$ cat src/sfr_defs.vh
// constants for the special function register bank
// assumes a single core clock and a 6-bit data-space register address
`ifndef SFR_DEFS_VH
`define SFR_DEFS_VH
// register offsets
`define SFR_TIMER_COUNT    6'h01
`define SFR_PC_LOW_BYTE    6'h02
`define SFR_CORE_FLAGS     6'h03
`define SFR_INDIRECT_PTR   6'h04
`define SFR_PORT_A_DATA    6'h05
`define SFR_PORT_B_DATA    6'h06
`define SFR_POWER_CONTROL  6'h08
`define SFR_CHANGE_WAKE    6'h09
`define SFR_PC_HIGH_STAGE  6'h0A
`define SFR_PULLDOWN_CTRL  6'h0B
// core_flags field positions
`define SFR_FLAG_C         0
`define SFR_FLAG_DC        1
`define SFR_FLAG_Z         2
`define SFR_FLAG_PD        3
`define SFR_FLAG_TO        4
`define SFR_FLAG_SPARE_LO  5
`define SFR_FLAG_SPARE_HI  6
`define SFR_FLAG_WAKE      7
// power_control field positions
`define SFR_POWER_CONTROL_WDT       7
`define SFR_POWER_CONTROL_IRQ_SEL   6
`define SFR_POWER_CONTROL_LVD       5
// option word field positions
`define SFR_OPT_SRC        5
`define SFR_OPT_EDGE       4
`define SFR_OPT_PSA        3
// reset values
`define SFR_RST_OPTION     6'h3F
`define SFR_RST_FLAGS      8'h18
`define SFR_RST_POWER_CONTROL       1'h0
`define SFR_RST_WAKE_EN    8'h00
`define SFR_RST_PULLDOWN   8'hFF
`define SFR_RST_PORT       8'h00
`define SFR_RST_PC         10'h000
// unimplemented bits
`define SFR_PTR_FILL       2'h3
`define SFR_POWER_CONTROL_FILL      5'h1F
`define SFR_PORT_B_IN_ONLY 8'hF7
// flag-affecting operation kinds
`define SFR_ALU_NONE       3'h0
`define SFR_ALU_ADD        3'h1
`define SFR_ALU_SUB        3'h2
`define SFR_ALU_ROT_LEFT   3'h3
`define SFR_ALU_ROT_RIGHT  3'h4
`define SFR_ALU_LOGIC      3'h5
`endif

$ cat src/sfr_bank.v
// special function register bank: timer, program counter and stack,
// flags, pointer, port latches, power, wake and pull-down control
// assumes the decoder drives one-cycle strobes synchronous to CLOCK
`timescale 1ns/1ps
`include "sfr_defs.vh"

// Overview of operation
// - 8-bit timer, internal or external clock source
// - external clock counts on selected edge
// - prescaler on timer; timer write clears it
// - 10-bit PC, five-deep stack, upper bits hidden
// - PC advances on each instruction step unless modified
// - jump loads ten bits, staging untouched
// - call pushes current PC, loads ten bits
// - returns pop PC, staging untouched
// - PC low write takes upper from staging
// - staging never loaded from PC; 2 bits
// - computed flags override status write; TO/PD protected
// - add carry; subtract carry means no borrow
// - rotates load carry from source end bit
// - half carry from bit four
// - power-down and timeout flag set/clear events
// - wake bit marks change wake; spare bits storage
// - pointer uses six bits, top reads ones
// - port reads pins, writes latch; B3 input
// - power control enables; low bits read ones
// - irq select masks pin0 change path
// - per-pin change wake enables
// - active-low pull-down enables, bit7 storage
module sfr_bank #(
  parameter STACK_DEPTH = 5
) (
  input  wire        CLOCK,
  input  wire        RESET_N,
  input  wire        INSTR_STEP,
  input  wire        JUMP_OP,
  input  wire        CALL_OP,
  input  wire        RETURN_OP,
  input  wire [9:0]  TARGET_ADDR,
  input  wire        REG_WR,
  input  wire [5:0]  REG_ADDR,
  input  wire [7:0]  REG_WDATA,
  output reg  [7:0]  REG_RDATA,
  input  wire [2:0]  ALU_KIND,
  input  wire [7:0]  ALU_A,
  input  wire [7:0]  ALU_B,
  input  wire        OPTION_WR,
  input  wire [7:0]  OPTION_DATA,
  input  wire        TIMER_EXT_CLOCK_PIN,
  input  wire        WATCHDOG_CLEAR_OP,
  input  wire        SLEEP_OP,
  input  wire        WDT_OVERFLOW,
  input  wire        WAKE_BY_CHANGE,
  input  wire [3:0]  PORT_A_PINS,
  input  wire [7:0]  PORT_B_PINS,
  output reg  [9:0]  PC_OUT,
  output reg  [5:0]  INDIRECT_ADDR,
  output reg         TIMER_OVERFLOW,
  output reg  [3:0]  PORT_A_OUT,
  output reg  [7:0]  PORT_B_OUT,
  output reg         WATCHDOG_ENABLE,
  output reg         LOW_VOLTAGE_DET_ENABLE,
  output reg         IRQ_PIN_SELECT,
  output reg  [7:0]  CHANGE_WAKE_ENABLE,
  output reg  [3:0]  PULLDOWN_N_PORT_A,
  output reg  [2:0]  PULLDOWN_N_PORT_B
);

  reg  [7:0] timer_count;
  reg  [7:0] prescaler;
  reg  [5:0] option_bits;
  reg        ext_pin_prev;
  reg  [1:0] pc_high_staging;
  reg  [7:0] core_flags;
  reg  [7:0] port_a_latch;
  reg  [7:0] change_wake_enable;
  reg  [7:0] pulldown_control;
  reg  [2:0] stack_ptr;
  reg  [9:0] stack_mem [0:STACK_DEPTH-1];

  wire wr_timer = REG_WR && (REG_ADDR == `SFR_TIMER_COUNT);
  wire wr_pcl   = REG_WR && (REG_ADDR == `SFR_PC_LOW_BYTE);
  wire wr_flags = REG_WR && (REG_ADDR == `SFR_CORE_FLAGS);
  wire wr_ptr   = REG_WR && (REG_ADDR == `SFR_INDIRECT_PTR);
  wire wr_pa    = REG_WR && (REG_ADDR == `SFR_PORT_A_DATA);
  wire wr_pb    = REG_WR && (REG_ADDR == `SFR_PORT_B_DATA);
  wire wr_power_control  = REG_WR && (REG_ADDR == `SFR_POWER_CONTROL);
  wire wr_wake  = REG_WR && (REG_ADDR == `SFR_CHANGE_WAKE);
  wire wr_stage = REG_WR && (REG_ADDR == `SFR_PC_HIGH_STAGE);
  wire wr_pdn   = REG_WR && (REG_ADDR == `SFR_PULLDOWN_CTRL);

  // timer clock source and edge
  wire src_ext  = option_bits[`SFR_OPT_SRC];
  wire edge_sel = option_bits[`SFR_OPT_EDGE];
  wire prescaler_assign      = option_bits[`SFR_OPT_PSA];
  // the pin is compared with its last sample, so each level must last at
  // least one clock; faster pin toggles are lost rather than miscounted
  wire ext_rise = TIMER_EXT_CLOCK_PIN & ~ext_pin_prev;
  wire ext_fall = ~TIMER_EXT_CLOCK_PIN & ext_pin_prev;
  wire ext_edge = edge_sel ? ext_fall : ext_rise;
  wire src_tick = src_ext ? ext_edge : INSTR_STEP;

  // prescaler tap: rate is two to the power (select + 1)
  reg  [7:0] pre_mask;
  always @* begin
    case (option_bits[2:0])
      3'h0:    pre_mask = 8'h01;
      3'h1:    pre_mask = 8'h03;
      3'h2:    pre_mask = 8'h07;
      3'h3:    pre_mask = 8'h0F;
      3'h4:    pre_mask = 8'h1F;
      3'h5:    pre_mask = 8'h3F;
      3'h6:    pre_mask = 8'h7F;
      default: pre_mask = 8'hFF;
    endcase
  end

  // when the prescaler belongs to the watchdog the timer sees every tick
  wire pre_full   = (prescaler & pre_mask) == pre_mask;
  wire timer_tick = src_tick && (prescaler_assign || pre_full);

  // flag computation
  wire [8:0] add_sum  = {1'b0, ALU_A} + {1'b0, ALU_B};
  wire [4:0] add_half = {1'b0, ALU_A[3:0]} + {1'b0, ALU_B[3:0]};
  wire [8:0] sub_sum  = {1'b0, ALU_A} + {1'b0, ~ALU_B} + 9'h001;
  wire [4:0] sub_half = {1'b0, ALU_A[3:0]} + {1'b0, ~ALU_B[3:0]} + 5'h01;

  reg  [2:0] alu_flags;
  reg  [2:0] alu_hit;
  always @* begin
    alu_flags = 3'h0;
    alu_hit   = 3'h0;
    case (ALU_KIND)
      `SFR_ALU_ADD: begin
        alu_flags = {add_sum[7:0] == 8'h00, add_half[4], add_sum[8]};
        alu_hit   = 3'h7;
      end
      `SFR_ALU_SUB: begin
        // carry and half carry read as "no borrow"
        alu_flags = {sub_sum[7:0] == 8'h00, sub_half[4], sub_sum[8]};
        alu_hit   = 3'h7;
      end
      `SFR_ALU_ROT_LEFT: begin
        alu_flags = {2'h0, ALU_A[7]};
        alu_hit   = 3'h1;
      end
      `SFR_ALU_ROT_RIGHT: begin
        alu_flags = {2'h0, ALU_A[0]};
        alu_hit   = 3'h1;
      end
      `SFR_ALU_LOGIC: begin
        alu_flags = {ALU_A == 8'h00, 2'h0};
        alu_hit   = 3'h4;
      end
      default: begin
        alu_flags = 3'h0;
        alu_hit   = 3'h0;
      end
    endcase
  end

  // any flag-affecting kind locks all three arithmetic bits, even those it
  // leaves alone, which keeps the lock decode to a single compare
  wire flags_locked = (ALU_KIND != `SFR_ALU_NONE);

  // next value of the arithmetic flags
  reg  [2:0] next_arith;
  integer    k;
  always @* begin
    next_arith = core_flags[2:0];
    for (k = 0; k < 3; k = k + 1) begin
      if (alu_hit[k]) begin
        next_arith[k] = alu_flags[k];
      end else if (wr_flags && !flags_locked) begin
        next_arith[k] = REG_WDATA[k];
      end
    end
  end

  // stack: circular index, deepest entry is overwritten on overflow
  // there is no overflow or underflow flag: a sixth nested call silently
  // loses the oldest return address, so software must bound its nesting
  wire [31:0] depth_last = STACK_DEPTH - 1;
  wire [2:0]  last_idx   = depth_last[2:0];
  wire [2:0]  ptr_up     = (stack_ptr == last_idx) ? 3'h0 : stack_ptr + 3'h1;
  wire [2:0]  ptr_down   = (stack_ptr == 3'h0) ? last_idx : stack_ptr - 3'h1;

  genvar g;
  generate
    for (g = 0; g < STACK_DEPTH; g = g + 1) begin : g_stack
      always @(posedge CLOCK) begin
        if (!RESET_N) begin
          stack_mem[g] <= `SFR_RST_PC;
        end else if (CALL_OP && stack_ptr == g) begin
          stack_mem[g] <= PC_OUT;
        end
      end
    end
  endgenerate

  // program counter
  // priority follows the decoder: call, return, jump, low-byte write, step
  always @(posedge CLOCK) begin
    if (!RESET_N) begin
      PC_OUT    <= `SFR_RST_PC;
      stack_ptr <= 3'h0;
    end else if (CALL_OP) begin
      PC_OUT    <= TARGET_ADDR;
      stack_ptr <= ptr_up;
    end else if (RETURN_OP) begin
      PC_OUT    <= stack_mem[ptr_down];
      stack_ptr <= ptr_down;
    end else if (JUMP_OP) begin
      PC_OUT    <= TARGET_ADDR;
    end else if (wr_pcl) begin
      PC_OUT    <= {pc_high_staging, REG_WDATA};
    end else if (INSTR_STEP) begin
      PC_OUT    <= PC_OUT + 10'h001;
    end
  end

  // staging buffer: written only by software
  // only the two low bits exist; the upper six read back as zero
  always @(posedge CLOCK) begin
    if (!RESET_N) begin
      pc_high_staging <= 2'h0;
    end else if (wr_stage) begin
      pc_high_staging <= REG_WDATA[1:0];
    end
  end

  // timer and prescaler
  always @(posedge CLOCK) begin
    if (!RESET_N) begin
      timer_count    <= 8'h00;
      prescaler      <= 8'h00;
      option_bits    <= `SFR_RST_OPTION;
      ext_pin_prev   <= 1'b0;
      TIMER_OVERFLOW <= 1'b0;
    end else begin
      ext_pin_prev   <= TIMER_EXT_CLOCK_PIN;
      TIMER_OVERFLOW <= 1'b0;
      if (OPTION_WR) begin
        option_bits <= OPTION_DATA[5:0];
      end
      // a write wins over a tick in the same cycle
      if (wr_timer) begin
        timer_count <= REG_WDATA;
        if (!prescaler_assign) begin
          prescaler <= 8'h00;
        end
      end else begin
        if (src_tick && !prescaler_assign) begin
          prescaler <= pre_full ? 8'h00 : prescaler + 8'h01;
        end
        if (timer_tick) begin
          timer_count    <= timer_count + 8'h01;
          TIMER_OVERFLOW <= (timer_count == 8'hFF);
        end
      end
    end
  end

  // status flags
  // a watchdog overflow wins over clear or sleep for TO in the same cycle; PD still follows clear or sleep
  always @(posedge CLOCK) begin
    if (!RESET_N) begin
      core_flags <= `SFR_RST_FLAGS;
    end else begin
      core_flags[2:0] <= next_arith;
      if (WDT_OVERFLOW) begin
        core_flags[`SFR_FLAG_TO] <= 1'b0;
      end else if (WATCHDOG_CLEAR_OP || SLEEP_OP) begin
        core_flags[`SFR_FLAG_TO] <= 1'b1;
      end
      if (WATCHDOG_CLEAR_OP) begin
        core_flags[`SFR_FLAG_PD] <= 1'b1;
      end else if (SLEEP_OP) begin
        core_flags[`SFR_FLAG_PD] <= 1'b0;
      end
      if (wr_flags) begin
        core_flags[`SFR_FLAG_SPARE_HI] <= REG_WDATA[`SFR_FLAG_SPARE_HI];
        core_flags[`SFR_FLAG_SPARE_LO] <= REG_WDATA[`SFR_FLAG_SPARE_LO];
      end
      if (WAKE_BY_CHANGE) begin
        core_flags[`SFR_FLAG_WAKE] <= 1'b1;
      end
    end
  end

  // pointer, ports, power, wake and pull-down control
  always @(posedge CLOCK) begin
    if (!RESET_N) begin
      INDIRECT_ADDR          <= 6'h00;
      port_a_latch           <= `SFR_RST_PORT;
      PORT_B_OUT             <= `SFR_RST_PORT;
      WATCHDOG_ENABLE        <= `SFR_RST_POWER_CONTROL;
      IRQ_PIN_SELECT         <= 1'b0;
      LOW_VOLTAGE_DET_ENABLE <= 1'b0;
      change_wake_enable     <= `SFR_RST_WAKE_EN;
      pulldown_control       <= `SFR_RST_PULLDOWN;
    end else begin
      if (wr_ptr) begin
        INDIRECT_ADDR <= REG_WDATA[5:0];
      end
      if (wr_pa) begin
        port_a_latch <= REG_WDATA;
      end
      if (wr_pb) begin
        // pin 3 has no driver, so its latch bit is never kept
        PORT_B_OUT <= REG_WDATA & `SFR_PORT_B_IN_ONLY;
      end
      if (wr_power_control) begin
        WATCHDOG_ENABLE        <= REG_WDATA[`SFR_POWER_CONTROL_WDT];
        IRQ_PIN_SELECT         <= REG_WDATA[`SFR_POWER_CONTROL_IRQ_SEL];
        LOW_VOLTAGE_DET_ENABLE <= REG_WDATA[`SFR_POWER_CONTROL_LVD];
      end
      if (wr_wake) begin
        change_wake_enable <= REG_WDATA;
      end
      if (wr_pdn) begin
        pulldown_control <= REG_WDATA;
      end
    end
  end

  // derived outputs, one cycle behind their control registers
  // the lag is harmless for pad controls, which settle far slower than a clock
  always @(posedge CLOCK) begin
    if (!RESET_N) begin
      PORT_A_OUT         <= 4'h0;
      CHANGE_WAKE_ENABLE <= 8'h00;
      PULLDOWN_N_PORT_A  <= 4'hF;
      PULLDOWN_N_PORT_B  <= 3'h7;
    end else begin
      PORT_A_OUT         <= port_a_latch[3:0];
      // pin 0 change detection is dropped while it serves as the irq pin
      CHANGE_WAKE_ENABLE <= change_wake_enable
                            & {7'h7F, ~IRQ_PIN_SELECT};
      PULLDOWN_N_PORT_A  <= pulldown_control[3:0];
      PULLDOWN_N_PORT_B  <= pulldown_control[6:4];
    end
  end

  // read mux, registered: data appears one cycle after the address
  // registering the read data costs a cycle of latency but keeps the long
  // address decode off the path into the datapath
  reg [7:0] next_rdata;
  always @* begin
    case (REG_ADDR)
      `SFR_TIMER_COUNT:   next_rdata = timer_count;
      `SFR_PC_LOW_BYTE:   next_rdata = PC_OUT[7:0];
      `SFR_CORE_FLAGS:    next_rdata = core_flags;
      `SFR_INDIRECT_PTR:  next_rdata = {`SFR_PTR_FILL, INDIRECT_ADDR};
      `SFR_PORT_A_DATA:   next_rdata = {port_a_latch[7:4], PORT_A_PINS};
      `SFR_PORT_B_DATA:   next_rdata = PORT_B_PINS;
      `SFR_POWER_CONTROL: next_rdata = {WATCHDOG_ENABLE, IRQ_PIN_SELECT,
                                        LOW_VOLTAGE_DET_ENABLE, `SFR_POWER_CONTROL_FILL};
      `SFR_CHANGE_WAKE:   next_rdata = change_wake_enable;
      `SFR_PC_HIGH_STAGE: next_rdata = {6'h00, pc_high_staging};
      `SFR_PULLDOWN_CTRL: next_rdata = pulldown_control;
      default:            next_rdata = 8'h00;
    endcase
  end

  always @(posedge CLOCK) begin
    if (!RESET_N) begin
      REG_RDATA <= 8'h00;
    end else begin
      REG_RDATA <= next_rdata;
    end
  end

endmodule // sfr_bank

$ cat config.mk
export PLATFORM = sky130hd
export DESIGN_NAME = sfr_bank
export DESIGN_NICKNAME = d
export VERILOG_FILES = /design/src/sfr_bank.v
export VERILOG_INCLUDE_DIRS = /design/src
export SDC_FILE = /design/constraint.sdc
export NUM_CORES = 1
export LEC_CHECK = 0
export BUFFER_PORTS_ARGS = -buffer_cell sky130_fd_sc_hd__buf_4
export CORE_MARGIN = 3
export CORE_UTILIZATION = 57
export CTS_CLUSTER_DIAMETER = 40
export DETAILED_ROUTE_END_ITERATION = 10
export PLACE_DENSITY = 0.77
export SETUP_SLACK_MARGIN = 0.02
export SKIP_LAST_GASP = 1
export SLEW_MARGIN = 25
export SYNTH_ARGS = -nofsm -noshare
export SYNTH_HDL_FRONTEND = slang
export SYNTH_SLANG_ARGS = --single-unit
$ cat constraint.sdc
create_clock -name CLOCK -period 3 [get_ports CLOCK]
set_input_delay 0 -clock CLOCK [delete_from_list [all_inputs] [get_ports CLOCK]]
set_output_delay 0 -clock CLOCK [all_outputs]
set_load 0.03 [all_outputs]
==> results_dict.tcl <==
set metrics [dict create \
    status "complete, no violations" \
    seqPwrFrac 0.456 \
    io_pins 131 \
    syn_area_sq_um 8360 \
    slew_headroom 0.490 \
    synth_seq_cells 164 \
    ir_drop_uv 397 \
    critPathMaxStageDelay_ns 0.57 \
    cts_root_buffer "clkbuf_16" \
    port-buffer-count 127 \
    switching_power_uw 1480 \
    synthTopCellsByArea "dfxtp_1 27%, edfxtp_1 18%, and2_1 4.9%" \
    netlist.area_leader.share 0.273 \
    crit_buf_inv 1 \
    synth_top_cell_by_area "dfxtp_1" \
    period_share 0.922 \
    clk_latency_ns 0.44 \
    dpl.cell_count 1144 \
    swShare 0.276 \
    num-nets-final 1140 \
    fin_crit_ns 2.77 \
    critical_path.top_delay_family "multiplexers" \
    netlist_instances 885 \
    tightest_slew_ns 0.764 \
    ys_seq_area_frac 0.452 \
    cts.repair.resized 0 \
    vias 7399 \
    dp_hpwl_mm 16.3 \
    synth_enable_flop_cells 50 \
    crit_path_top_delay_cell "mux4_2" \
    cpMostUsedCell "ha_1" \
    core_area_sq_um 14100 \
    antenna_left 0 \
    antenna_cells 0 \
    async_flop_share 0 \
    combPwrFrac 0.147 \
    rsz0062_at_grt "false" \
    path_clk_slew_ns 0.07 \
    routed_via_density 6.02 \
    critPathCaptureType "flop" \
    ctsLongestPathBuffers 2 \
    critPathLaunchType "flop" \
    grt_pass1_vias 7020 \
    rows 43 \
    synth_fp_nets 988 \
    die-area_sq_um 16200 \
    cts.sinks 164 \
    start_util 0.593 \
    intPower_uw 3890 \
    die_w_um 127 \
    fin_ws_ns 0.233 \
    drv_slew 0 \
    finalSetupViolCount 0 \
    finalClockSkew_ns 0.00981 \
    h-tree-depth 4 \
    worstSetupPathType "flop to flop" \
    synth.distinct_cells 71 \
    post-route-util 0.746 \
    grt_max_degree 46 \
    arrival_ns 3.04 \
    firstDrtPassIters 5 \
    avgSynthCellArea_sq_um 9.45 \
    fin_setup_tns_ns 0 \
    pre_cts_slack_ns 0.226 \
    drtIter0Drc 742 \
    yosysWarningCount 0 \
    grt_pass1_wl_mm 37.6 \
    max_freq_mhz 361 \
    cts_made_buffers 17 \
    pwr_density_cell_nw_per_um2 510 \
    drive_gt1_frac 0.188 \
    gp_congestion 0.980 \
    maxCapViolCount 0 \
    area_growth_pct 25.7 \
    leakage_uw 0.00431 \
    drcViolationCount 0 \
    timing.hold.ws_ns 0.0210 \
    clock_power_share 0.397 \
    wl_per_cell_um 19.5 \
    cp_max_fo 10 \
    grt_usage 0.298 \
    wirelength_mm 24.0 \
    die_h_um 127 \
    finalHoldViolations 0 \
    cp.required_ns 3.28 \
    crit_chain "inv_1 > ha_1 > ha_1 > nor2_4 > mux4_2 > mux2_2 > o221ai_1 > a31oi_1" \
    antenna_found_initial 0 \
    synthFlopType "dfxtp_1" \
    cts_tree "built" \
    grt_overflow_total 0 \
    stdcell_count 1230 \
    hold_path.class "input port to flop" \
]
-- cells in the mapped netlist (7+ instances only) --
cell type / count
and3_1: 12
xor2_1: 9
nor3_1: 15
nand3_1: 46
a22oi_1: 13
ha_1: 26
nor2_1: 72
o22ai_1: 7
clkbuf_1: 51
a31oi_1: 19
o21ai_0: 35
a211oi_1: 7
inv_1: 32
nand4_1: 8
mux2i_1: 40
dfxtp_1: 114
xnor2_1: 7
a221oi_1: 9
o221ai_1: 8
nand2_1: 64
edfxtp_1: 50
a21oi_1: 39
mux4_2: 10
or3_1: 7
and2_1: 65
nor2b_1: 9
nand2b_1: 18
-- per-stage QoR --
stage	cell area [sq um]	total power, uW
after CTS	10500	5360
final	10500	5370
after global routing	10500	5550
after floorplan	8360	2940
after detailed placement	9400	3210
after global placement	9400	3190
-- final cells by class --
type	instances	area, sq um
timing repair buffer	192	1580
tap	180	225
inverter	34	128
fill	1043	3580
multi-input combinational	628	4220
sequential	164	3780
clock buffer	17	425
clock inverter	15	150
-- path summary, 6_finish.rpt --
kind | startpoint | to | slack [ns] | cells after the start
max | stack_ptr[0] | PC_OUT[6] | 0.23 | 8
min | PORT_B_PINS[1] | REG_RDATA[1] | 0.02 | 3
max reg2reg | stack_ptr[0] | PC_OUT[6] | 0.23 | 8
min reg2reg | core_flags[5] | core_flags[5] | 0.46 | 2
-- placed cells by master, fill, tap and decap left out, types with 8 or more instances in the layout --
cell type	netlist	layout
buf_4	1	138
dfxtp_1	114	114
nor2_1	72	72
and2_1	65	65
nand2_1	64	64
dlygate4sd3_1	0	54
edfxtp_1	50	50
nand3_1	46	46
mux2i_1	40	40
a21oi_1	39	39
o21ai_0	35	35
inv_1	32	33
ha_1	26	26
a31oi_1	19	19
nand2b_1	18	18
clkbuf_16	0	17
nor3_1	15	15
a22oi_1	13	13
and3_1	12	12
mux4_2	10	10
nor2b_1	9	9
a221oi_1	9	9
xor2_1	9	9
nand4_1	8	8
o221ai_1	8	8
-- logic make-up after synthesis --
| logic type | count (synthesis) | synth area share |
|---|---|---|
| compound gates | 186 | 0.152 |
| other cells | 1 | 0.000448 |
| simple gates | 344 | 0.215 |
| mux | 54 | 0.0802 |
| fa+ha+maj | 27 | 0.0413 |
| xor+xnor | 16 | 0.0168 |
| buf+inv | 93 | 0.0423 |
| flops | 164 | 0.452 |
-- metal layers --
metal / routed length, um / track usage
met1: 9760 / 0.393
met2: 11400 / 0.481
met3: 2140 / 0.0686
met4: 672 / 0.110
met5: 0 / 0
-- what timing repair did --
item                      CTS  global route
setup buffers               0             0
hold endpoints to repair   80             0
hold buffers               54             0
-- sequential cells by signal, indices dropped and copies added, names as in the netlist, 7 cells and up --
name	count
pulldown_control	8
port_a_latch	8
CHANGE_WAKE_ENABLE	8
prescaler	8
timer_count	8
change_wake_enable	8
stack_mem	50
PC_OUT	10
core_flags	8
REG_RDATA	8
PORT_B_OUT	7
-- power groups by stage --
stage	Sequential (uW)	Combinational [uW]	Clock, uW
2_1_floorplan	2480	459	0
5_1_grt	2450	859	2240
6_report	2440	791	2130
3_5_place_dp	2490	723	0
4_1_cts	2440	783	2140
3_3_place_gp	2490	705	0
-- worst min-delay path: stages --
cell and delay [ns]:
buf_4 0.09, a32oi_1 0.08, a41oi_1 0.23
No activity file was read; power rests on OpenSTA's default activity.
